`src/design/angle_memory_map.svh`:
```
// constants for the voltage angle memory: offsets, fields, resets, timing
// assumes a 10 MHz clock and 32-bit avalon data with byte addresses
`ifndef ANGLE_MEM_MAP_SVH
`define ANGLE_MEM_MAP_SVH

// register byte offsets
`define OFS_CTRL 8'h00
`define OFS_ACT_VOLT 8'h04
`define OFS_CUR_PICKUP 8'h08
`define OFS_MAX_TIME 8'h0C
`define OFS_EVT_FILTER 8'h10
`define OFS_EVT_STATUS 8'h14
`define OFS_EVT_MASK 8'h18
`define OFS_LIVE 8'h1C
`define OFS_ANGLE 8'h20

// control fields
`define CTRL_EN_BIT 0
`define CTRL_MODE_LSB 1
`define CTRL_CUR_COND_BIT 3
`define CTRL_FORCED_CT_BIT 4
`define CTRL_SIXTY_HZ_BIT 5

// reset values; voltage in 10 mV, time in 10 ms steps
`define RST_ACT_VOLT 16'h03E8
`define RST_CUR_PICKUP 16'h0064
`define RST_MAX_TIME 16'h0032
`define RST_EVT_FILTER 12'hFFF
`define ACT_VOLT_MIN 16'h00C8
`define ACT_VOLT_MAX 16'h1388
`define MAX_TIME_MIN 16'h0002
`define MAX_TIME_MAX 16'h1388

// timing: one step of the active-time counter
`define CLK_FREQ_MHZ 10
`define TIME_STEP_US 10000
`define TIME_STEP_CYC (`TIME_STEP_US * `CLK_FREQ_MHZ)

`endif

```
`src/design/angle_memory_pkg.sv`:
```
// types shared by the voltage angle memory block
// assumes the map header supplies the numeric constants
package angle_mem_pkg;

    typedef enum logic [1:0] {
        three_phase_neutral_mode,
        three_line_line_mode,
        two_line_line_mode,
        two_line_plus_residual_mode
    } volt_mode_type;

    typedef enum logic [1:0] {
        mem_idle,
        mem_active,
        mem_expired
    } mem_state_type;

    // one refresh of rms values, 10 mV / 10 mA units
    typedef struct packed {
        logic [15:0] phase_a_current_rms;
        logic [15:0] phase_b_current_rms;
        logic [15:0] phase_c_current_rms;
        logic [15:0] volt_chan1_rms;
        logic [15:0] volt_chan2_rms;
        logic [15:0] volt_chan3_rms;
        logic [15:0] volt_chan4_rms;
        logic [2:0][15:0] calc_pn_rms;
        logic [15:0] angle;
    } meas_type;

    typedef struct packed {
        logic [7:0] address;
        logic read;
        logic write;
        logic [31:0] writedata;
    } avl_req_type;

    // reference handed to the directional stages
    typedef struct packed {
        logic [15:0] amplitude;
        logic [15:0] angle;
    } vref_type;

endpackage

```
`src/design/voltage_angle_memory.sv`:
```
// voltage angle memory: decides when measured voltages are replaced by a memorised reference
// assumes rms inputs refreshed by a one-cycle meas_valid_i strobe every 5 ms, avalon-mm master
//
// Register access over Avalon-MM and the register offsets were chosen for this implementation.
`include "angle_memory_map.svh"

// Notes on behaviour
// - take phase currents and voltages every 5 ms
// - pick channels per three- or two-line mode
// - residual mode uses computed phase-neutral voltages
// - activate when all used voltages below threshold
// - optional current condition needs one high current
// - limit memory use by definite maximum time
// - after time expires stop supplying memorised voltage
// - fixed tracking uses set 50 or 60 Hz
// - forced tracking takes frequency from phase c current
// - filtered rising/falling status events
// - reference amplitude is threshold, angle pre-fault
// - memory-on output while memory active
// - sample blocking input each processing cycle
module voltage_angle_memory #(
    parameter int unsigned STEP_CYC = `TIME_STEP_CYC
) (
    // clock and reset
    input wire logic clock_i,
    input wire logic rstn_i,
    // register bus
    input wire angle_mem_pkg::avl_req_type avl_req_i,
    output logic [31:0] avl_readdata_o,
    output logic avl_waitrequest_o,
    // measurements and blocking
    input wire angle_mem_pkg::meas_type meas_i,
    input wire logic meas_valid_i,
    input wire logic block_i,
    // results
    output angle_mem_pkg::vref_type vref_o,
    output logic mem_on_o,
    output logic freq_from_ct_o,
    output logic freq_sixty_hz_o,
    output logic irq_o
);
    import angle_mem_pkg::*;

    typedef struct packed {
        logic [31:0] rdata;
        logic wait_req;
        logic enable;
        volt_mode_type mode;
        logic cur_cond;
        logic forced_ct;
        logic sixty_hz;
        logic [15:0] act_volt;
        logic [15:0] cur_pickup;
        logic [15:0] max_time;
        logic [11:0] evt_filter;
        logic [11:0] evt_status;
        logic [11:0] evt_mask;
        logic blocked;
        logic volt_low;
        logic cur_high;
        mem_state_type mstate;
        logic [15:0] steps;
        logic [31:0] prescale;
        logic [15:0] pre_angle;
        logic [5:0] prev_lvl;
        vref_type vref;
        logic mem_on;
        logic from_ct;
        logic irq;
    } state_type;

    state_type state_ff;
    state_type nxt_state;

    // clamp a setting into its allowed range
    function automatic logic [15:0] clamp(input logic [15:0] v, input logic [15:0] lo, input logic [15:0] hi);
        clamp = (v < lo) ? lo : ((v > hi) ? hi : v);
    endfunction

    // true when a value sits below the threshold
    function automatic logic below(input logic [15:0] v, input logic [15:0] thr);
        below = (v < thr);
    endfunction

    logic [5:0] lvl;
    logic [11:0] evt_set;
    logic [2:0] low_vec;
    logic [2:0] high_vec;
    logic step_done;

    // per-phase current pick-up compare
    assign high_vec[0] = meas_i.phase_a_current_rms > state_ff.cur_pickup;
    assign high_vec[1] = meas_i.phase_b_current_rms > state_ff.cur_pickup;
    assign high_vec[2] = meas_i.phase_c_current_rms > state_ff.cur_pickup;

    // channel choice by voltage mode
    always_comb begin
        case (state_ff.mode)
            three_phase_neutral_mode, three_line_line_mode: begin
                low_vec[0] = below(meas_i.volt_chan1_rms, state_ff.act_volt);
                low_vec[1] = below(meas_i.volt_chan2_rms, state_ff.act_volt);
                low_vec[2] = below(meas_i.volt_chan3_rms, state_ff.act_volt);
            end
            two_line_line_mode: begin
                // only the 1-2 and 3-2 line voltages exist here
                low_vec[0] = below(meas_i.volt_chan1_rms, state_ff.act_volt);
                low_vec[1] = below(meas_i.volt_chan2_rms, state_ff.act_volt);
                low_vec[2] = 1'b1;
            end
            two_line_plus_residual_mode: begin
                low_vec[0] = below(meas_i.calc_pn_rms[0], state_ff.act_volt);
                low_vec[1] = below(meas_i.calc_pn_rms[1], state_ff.act_volt);
                low_vec[2] = below(meas_i.calc_pn_rms[2], state_ff.act_volt);
            end
            default: begin
                low_vec = 3'h0;
            end
        endcase
    end

    // status levels watched for events
    assign lvl = {state_ff.blocked, state_ff.mem_on, state_ff.from_ct,
                  state_ff.cur_high, state_ff.volt_low, state_ff.enable};

    // rising edges into low half, falling edges into high half, each filtered
    assign evt_set = {(~lvl & state_ff.prev_lvl), (lvl & ~state_ff.prev_lvl)} & state_ff.evt_filter;

    assign step_done = (state_ff.prescale == 32'(STEP_CYC - 1));

    always_comb begin
        logic [31:0] wd;
        logic do_wr;
        logic act_cond;
        wd = avl_req_i.writedata;
        do_wr = 1'b0;
        act_cond = 1'b0;
        nxt_state = state_ff;
        nxt_state.prev_lvl = lvl;

        // bus: first cycle of a request prepares read data, second releases the master
        if ((avl_req_i.read || avl_req_i.write) && state_ff.wait_req) begin
            nxt_state.wait_req = 1'b0;
            case (avl_req_i.address)
                `OFS_CTRL: nxt_state.rdata = {26'h0, state_ff.sixty_hz, state_ff.forced_ct,
                                               state_ff.cur_cond, state_ff.mode, state_ff.enable};
                `OFS_ACT_VOLT: nxt_state.rdata = {16'h0, state_ff.act_volt};
                `OFS_CUR_PICKUP: nxt_state.rdata = {16'h0, state_ff.cur_pickup};
                `OFS_MAX_TIME: nxt_state.rdata = {16'h0, state_ff.max_time};
                `OFS_EVT_FILTER: nxt_state.rdata = {20'h0, state_ff.evt_filter};
                `OFS_EVT_STATUS: nxt_state.rdata = {20'h0, state_ff.evt_status};
                `OFS_EVT_MASK: nxt_state.rdata = {20'h0, state_ff.evt_mask};
                `OFS_LIVE: nxt_state.rdata = {24'h0, state_ff.mstate, lvl};
                `OFS_ANGLE: nxt_state.rdata = {state_ff.vref.angle, state_ff.pre_angle};
                default: nxt_state.rdata = 32'h0; // unmapped reads zero
            endcase
        end else if (!state_ff.wait_req) begin
            nxt_state.wait_req = 1'b1;
            do_wr = avl_req_i.write;
        end

        // register writes land on the edge where waitrequest is seen low
        if (do_wr) begin
            case (avl_req_i.address)
                `OFS_CTRL: begin
                    nxt_state.enable = wd[`CTRL_EN_BIT];
                    nxt_state.mode = volt_mode_type'(wd[`CTRL_MODE_LSB +: 2]);
                    nxt_state.cur_cond = wd[`CTRL_CUR_COND_BIT];
                    nxt_state.forced_ct = wd[`CTRL_FORCED_CT_BIT];
                    nxt_state.sixty_hz = wd[`CTRL_SIXTY_HZ_BIT];
                end
                `OFS_ACT_VOLT: nxt_state.act_volt = clamp(wd[15:0], `ACT_VOLT_MIN, `ACT_VOLT_MAX);
                `OFS_CUR_PICKUP: nxt_state.cur_pickup = wd[15:0];
                `OFS_MAX_TIME: nxt_state.max_time = clamp(wd[15:0], `MAX_TIME_MIN, `MAX_TIME_MAX);
                `OFS_EVT_FILTER: nxt_state.evt_filter = wd[11:0];
                `OFS_EVT_MASK: nxt_state.evt_mask = wd[11:0];
                default: ;
            endcase
        end

        // sticky events; a new event beats a simultaneous write-one clear
        if (do_wr && (avl_req_i.address == `OFS_EVT_STATUS)) begin
            nxt_state.evt_status = state_ff.evt_status & ~wd[11:0];
        end
        nxt_state.evt_status = nxt_state.evt_status | evt_set;

        // processing cycle: decisions only on each fresh measurement set
        if (meas_valid_i) begin
            nxt_state.blocked = block_i;
            nxt_state.volt_low = &low_vec;
            nxt_state.cur_high = |high_vec;
            act_cond = state_ff.enable && (&low_vec) && (!state_ff.cur_cond || (|high_vec));
            case (state_ff.mstate)
                mem_idle: begin
                    if (act_cond && !block_i) begin
                        nxt_state.mstate = mem_active;
                        nxt_state.vref.angle = state_ff.pre_angle;
                        nxt_state.steps = 16'h0;
                        nxt_state.prescale = 32'h0;
                    end else begin
                        // healthy angle tracked until the fault, then frozen
                        nxt_state.pre_angle = meas_i.angle;
                    end
                end
                mem_active: begin
                    if (!act_cond || block_i) begin
                        nxt_state.mstate = mem_idle;
                    end
                end
                mem_expired: begin
                    // memory stays unused until the activation condition clears
                    if (!act_cond) begin
                        nxt_state.mstate = mem_idle;
                    end
                end
                default: nxt_state.mstate = mem_idle;
            endcase
        end

        // definite-time limit counted in 10 ms steps
        if (state_ff.mstate == mem_active) begin
            nxt_state.prescale = step_done ? 32'h0 : state_ff.prescale + 32'h1;
            if (step_done) begin
                nxt_state.steps = state_ff.steps + 16'h1;
                if (state_ff.steps + 16'h1 >= state_ff.max_time) begin
                    nxt_state.mstate = mem_expired;
                end
            end
        end
        if (block_i && meas_valid_i) begin
            nxt_state.mstate = (state_ff.mstate == mem_active) ? mem_idle : nxt_state.mstate;
        end

        // outputs follow the state one edge later
        nxt_state.mem_on = (state_ff.mstate == mem_active) && !state_ff.blocked;
        nxt_state.vref.amplitude = nxt_state.mem_on ? state_ff.act_volt : 16'h0;
        // current-based tracking only while voltages are gone
        nxt_state.from_ct = state_ff.forced_ct && state_ff.enable && state_ff.volt_low;
        nxt_state.irq = |(state_ff.evt_status & state_ff.evt_mask);
    end

    // one register bank for all state
    always_ff @(posedge clock_i or negedge rstn_i) begin
        if (!rstn_i) begin
            state_ff <= '0;
            state_ff.wait_req <= 1'b1;
            state_ff.act_volt <= `RST_ACT_VOLT;
            state_ff.cur_pickup <= `RST_CUR_PICKUP;
            state_ff.max_time <= `RST_MAX_TIME;
            state_ff.evt_filter <= `RST_EVT_FILTER;
            state_ff.mstate <= mem_idle;
        end else begin
            state_ff <= nxt_state;
        end
    end

    // every output straight from the register bank
    assign avl_readdata_o = state_ff.rdata;
    assign avl_waitrequest_o = state_ff.wait_req;
    assign vref_o = state_ff.vref;
    assign mem_on_o = state_ff.mem_on;
    assign freq_from_ct_o = state_ff.from_ct;
    assign freq_sixty_hz_o = state_ff.sixty_hz;
    assign irq_o = state_ff.irq;

endmodule // voltage_angle_memory

```
`config.mk`:
```
export PLATFORM = sky130hd
export DESIGN_NAME = voltage_angle_memory
export DESIGN_NICKNAME = d
export VERILOG_FILES = /design/src/design/angle_memory_pkg.sv /design/src/design/voltage_angle_memory.sv
export VERILOG_INCLUDE_DIRS = /design/src /design/src/design
export SDC_FILE = /design/constraint.sdc
export NUM_CORES = 1
export LEC_CHECK = 0
export ABC_AREA = 1
export BUFFER_PORTS_ARGS = -buffer_cell sky130_fd_sc_hd__buf_2
export CORE_UTILIZATION = 35
export DETAILED_ROUTE_END_ITERATION = 8
export GPL_ROUTABILITY_DRIVEN = 0
export PLACE_DENSITY = 0.67
export REMOVE_ABC_BUFFERS = 1
export SKIP_CTS_REPAIR_TIMING = 1
export SLEW_MARGIN = 30
export SYNTH_ARGS = -nofsm -noshare
export SYNTH_HDL_FRONTEND = slang
export SYNTH_SLANG_ARGS = --single-unit
```
`constraint.sdc`:
```
create_clock -name clock_i -period 7.2 [get_ports clock_i]
set_input_delay 1.44 -clock clock_i [delete_from_list [all_inputs] [get_ports clock_i]]
set_output_delay 1.44 -clock clock_i [all_outputs]
set_load 0.03 [all_outputs]
```
==> results.toml <==
[drt]
m1WireLength_mm = 19.20
wirelength_mm = 45.25
firstDrtPassIters = 5
route.met2.wl_mm = 21.07
vias = 13170
drt_iter0_markers = 998
detail_route.wl_per_cell_um = 17.67
avgViaCountPerCell = 5.143
ant_nets = 0
met3WireLength_mm = 3.606
top_layer_used = "met5"
drc = 0

[final_layout]
fin_nets = 2389
drive_gt1_frac = 0.1761
syn_to_final_growth_pct = 15.62

[critical_path]
cp.depth = 13
crit_family = "simple AND/OR/NAND/NOR gates"
r2r_end = "state_ff[97]"
cp_num_buf_inv = 1
crit_top_cell = "nand2_1"
worst-path-max-fanout = 42
slowest_stage = "nand3_2"
reg2reg_slack_ns = 3.36
critPathKind = "in -> reg"
crit_path_end_kind = "flop"
required_ns = 7.59
crit_path_start_kind = "input pin"
crit_chain = "buf_2, ha_1, nand2_1, nor4_2, nand2_1, nand2_1, nand2_1, nand4_1, nand2_1, nor2_4, nand3_2, nand2_1, o21ai_0"
rr_startpoint = "state_ff[183]"
max_stage_delay_ns = 0.75
reg2reg_depth = 14
cp.arrival_ns = 4.47

[min_path]
min_to = "state_ff[39]"
hp-class = "reg -> reg"
hp-start = "mem_on_o"
whs_path_depth = 0

[logic_synthesis]
yosysTopAreaCell = "dfrtp_1"
synth_common_cells = "423 x nand2_1, 223 x inv_1, 208 x dfrtp_1"
netlist.area_leader.share = 0.3577
synth_cells = 1820
syn_area_per_cell_um2 = 7.995
yosys_warnings = 0
synth.area.top_cells = "dfrtp_1 36%, ha_1 13%, nand2_1 11%"
synthArstFlopShare = 1.000
synth.most_common_cell = "nand2_1"
syn-cell-area_um2 = 14550
synth_top_flop_cell = "dfrtp_1"
synth_seq_cells = 233
synth.distinct_cells = 50
synth_edf_count = 0
synth_seq_area_share = 0.4028

[clock_tree]
clock-sinks = 233
cts_tree = "done"
cts.clk_slew.worst_paths_ns = 0.06
cts_made_buffers = 27
cts_max_path_buffers = 3
insertion_delay_ns = 0.53
cts_root_buffer = "clkbuf_16"
htreeDepth = 1

[flow_run]
cap_violations = 0

[grt]
track_usage = 0.2102
antenna_found_initial = 2
grt_pass1_wl_mm = 69.06
grt_overflow = 0
grt_pass1_vias = 12840
grt_max_degree = 162

[floorplan]
io_pins = 291
fp.coreArea_um2 = 40920
start_util = 0.3556
dieArea_um2 = 42390
die-width_um = 205.9
core.rowCount = 74
fp.dieH_um = 205.9

[timing]
drv_slew = 0
setup_tns_ns = 0
maxSlewHeadroom = 0.3642
setup_viol_count_final = 0
finalHoldViolations = 0
whs_ns = 0.4289
finClkSkew_ns = 0.02263
worst_pin_slew_ns = 0.9526
min_period_over_period = 0.5658
min_period_ns = 4.074
rsz0062_at_grt = "no"
clock.fmax_ghz = 0.2455

[pwr]
total_power_mw = 3.857
peakVddDrop_v = 0.0001481
p_per_area_nw_per_um2 = 229.2
p_leak_nw = 8.755

[outcome]
status = "completed"

[place]
port_buffers = 258
place_hpwl_mm = 34.46
layout by cell type, fill, tap and decap left out, types with 8 or more instances in the layout:
master       n
xor2_1      10
a21o_1      11
a21oi_1    105
dfstp_2     25
a221oi_1    12
o21ai_0    145
nand3_1    101
buf_2      257
nor2_1     107
nand2_1    423
nor3_1      26
a31oi_1      8
inv_1      222
o22ai_1     36
o21ai_1     37
clkbuf_16   27
ha_1       156
nand4_1     20
dfrtp_1    208
worst max-delay path by stage:
stage                   from            endpoint
4_1_cts          meas_i[143]       state_ff[100]
3_5_place_dp     meas_i[143]       state_ff[100]
2_1_floorplan  avl_req_i[32]  avl_readdata_o[16]
3_3_place_gp      meas_i[43]        state_ff[92]
6_report         meas_i[143]        state_ff[97]
5_1_grt          meas_i[143]       state_ff[101]
logic make-up after synthesis:
family / after synthesis / share of synthesized area
adder cells (fa/ha/maj): 156 / 0.1341
AND/OR/NAND/NOR: 708 / 0.2074
XOR/XNOR: 10 / 0.006019
flip-flops: 233 / 0.4028
AO/OA/AOI/OAI: 381 / 0.1452
buffers and inverters: 332 / 0.1044
registers in the layout (all words and copies together) (netlist names):
signal	count
state_ff	160
vref_o	32
avl_waitrequest_o	1
avl_readdata_o	32
freq_from_ct_o	1
lvl	4
freq_sixty_hz_o	1
irq_o	1
mem_on_o	1
worst register-to-register path, delay by kind of cell, from the launching register on:
family | cells | cell delay (ns)
AOI/OAI and AO/OA | 2 | 0.30
DFF | 1 | 0.58
adders and majority gates | 1 | 0.37
and+or+nand+nor | 10 | 2.26
buffers and inverters | 1 | 0.21
layout make-up:
type	count	area, µm²
fill	4114	24100
multi-input combinational	1255	7182
sequential	233	5862
timing repair buffer	265	1386
inverter	229	859.6
clock buffer	39	780.7
tap	532	665.6
clock inverter	6	86.33
antenna	1	2.502
report_power, final:
group	internal [mW]	leakage (nW)	switching [mW]	total, mW
combinational	0.322	5.57	0.615	0.937
sequential	1.44	2.76	0.119	1.56
clock	0.816	0.423	0.545	1.36
total	2.58	8.75	1.28	3.86
routing by layer:
layer  global-route usage  vias up
met5                    0        -
met4              0.06591        2
met3              0.04336       80
met2               0.3577      459
met1               0.2659     6212
li1                     -     6413
through the flow:
step | cells | worst slack, ns | instance area [µm²] | util
after floorplan | 1717 | 3.342 | 13890 | -
after global placement | 2513 | 2.660 | 15930 | 0.3892
after detailed placement | 2513 | 2.611 | 15930 | 0.3892
after CTS | 2558 | 3.146 | 16790 | 0.4104
after global routing | 2559 | 2.783 | 16820 | 0.4111
final | 2560 | 3.126 | 16820 | 0.4111
Note: power is estimated with default switching activity, not from simulation.
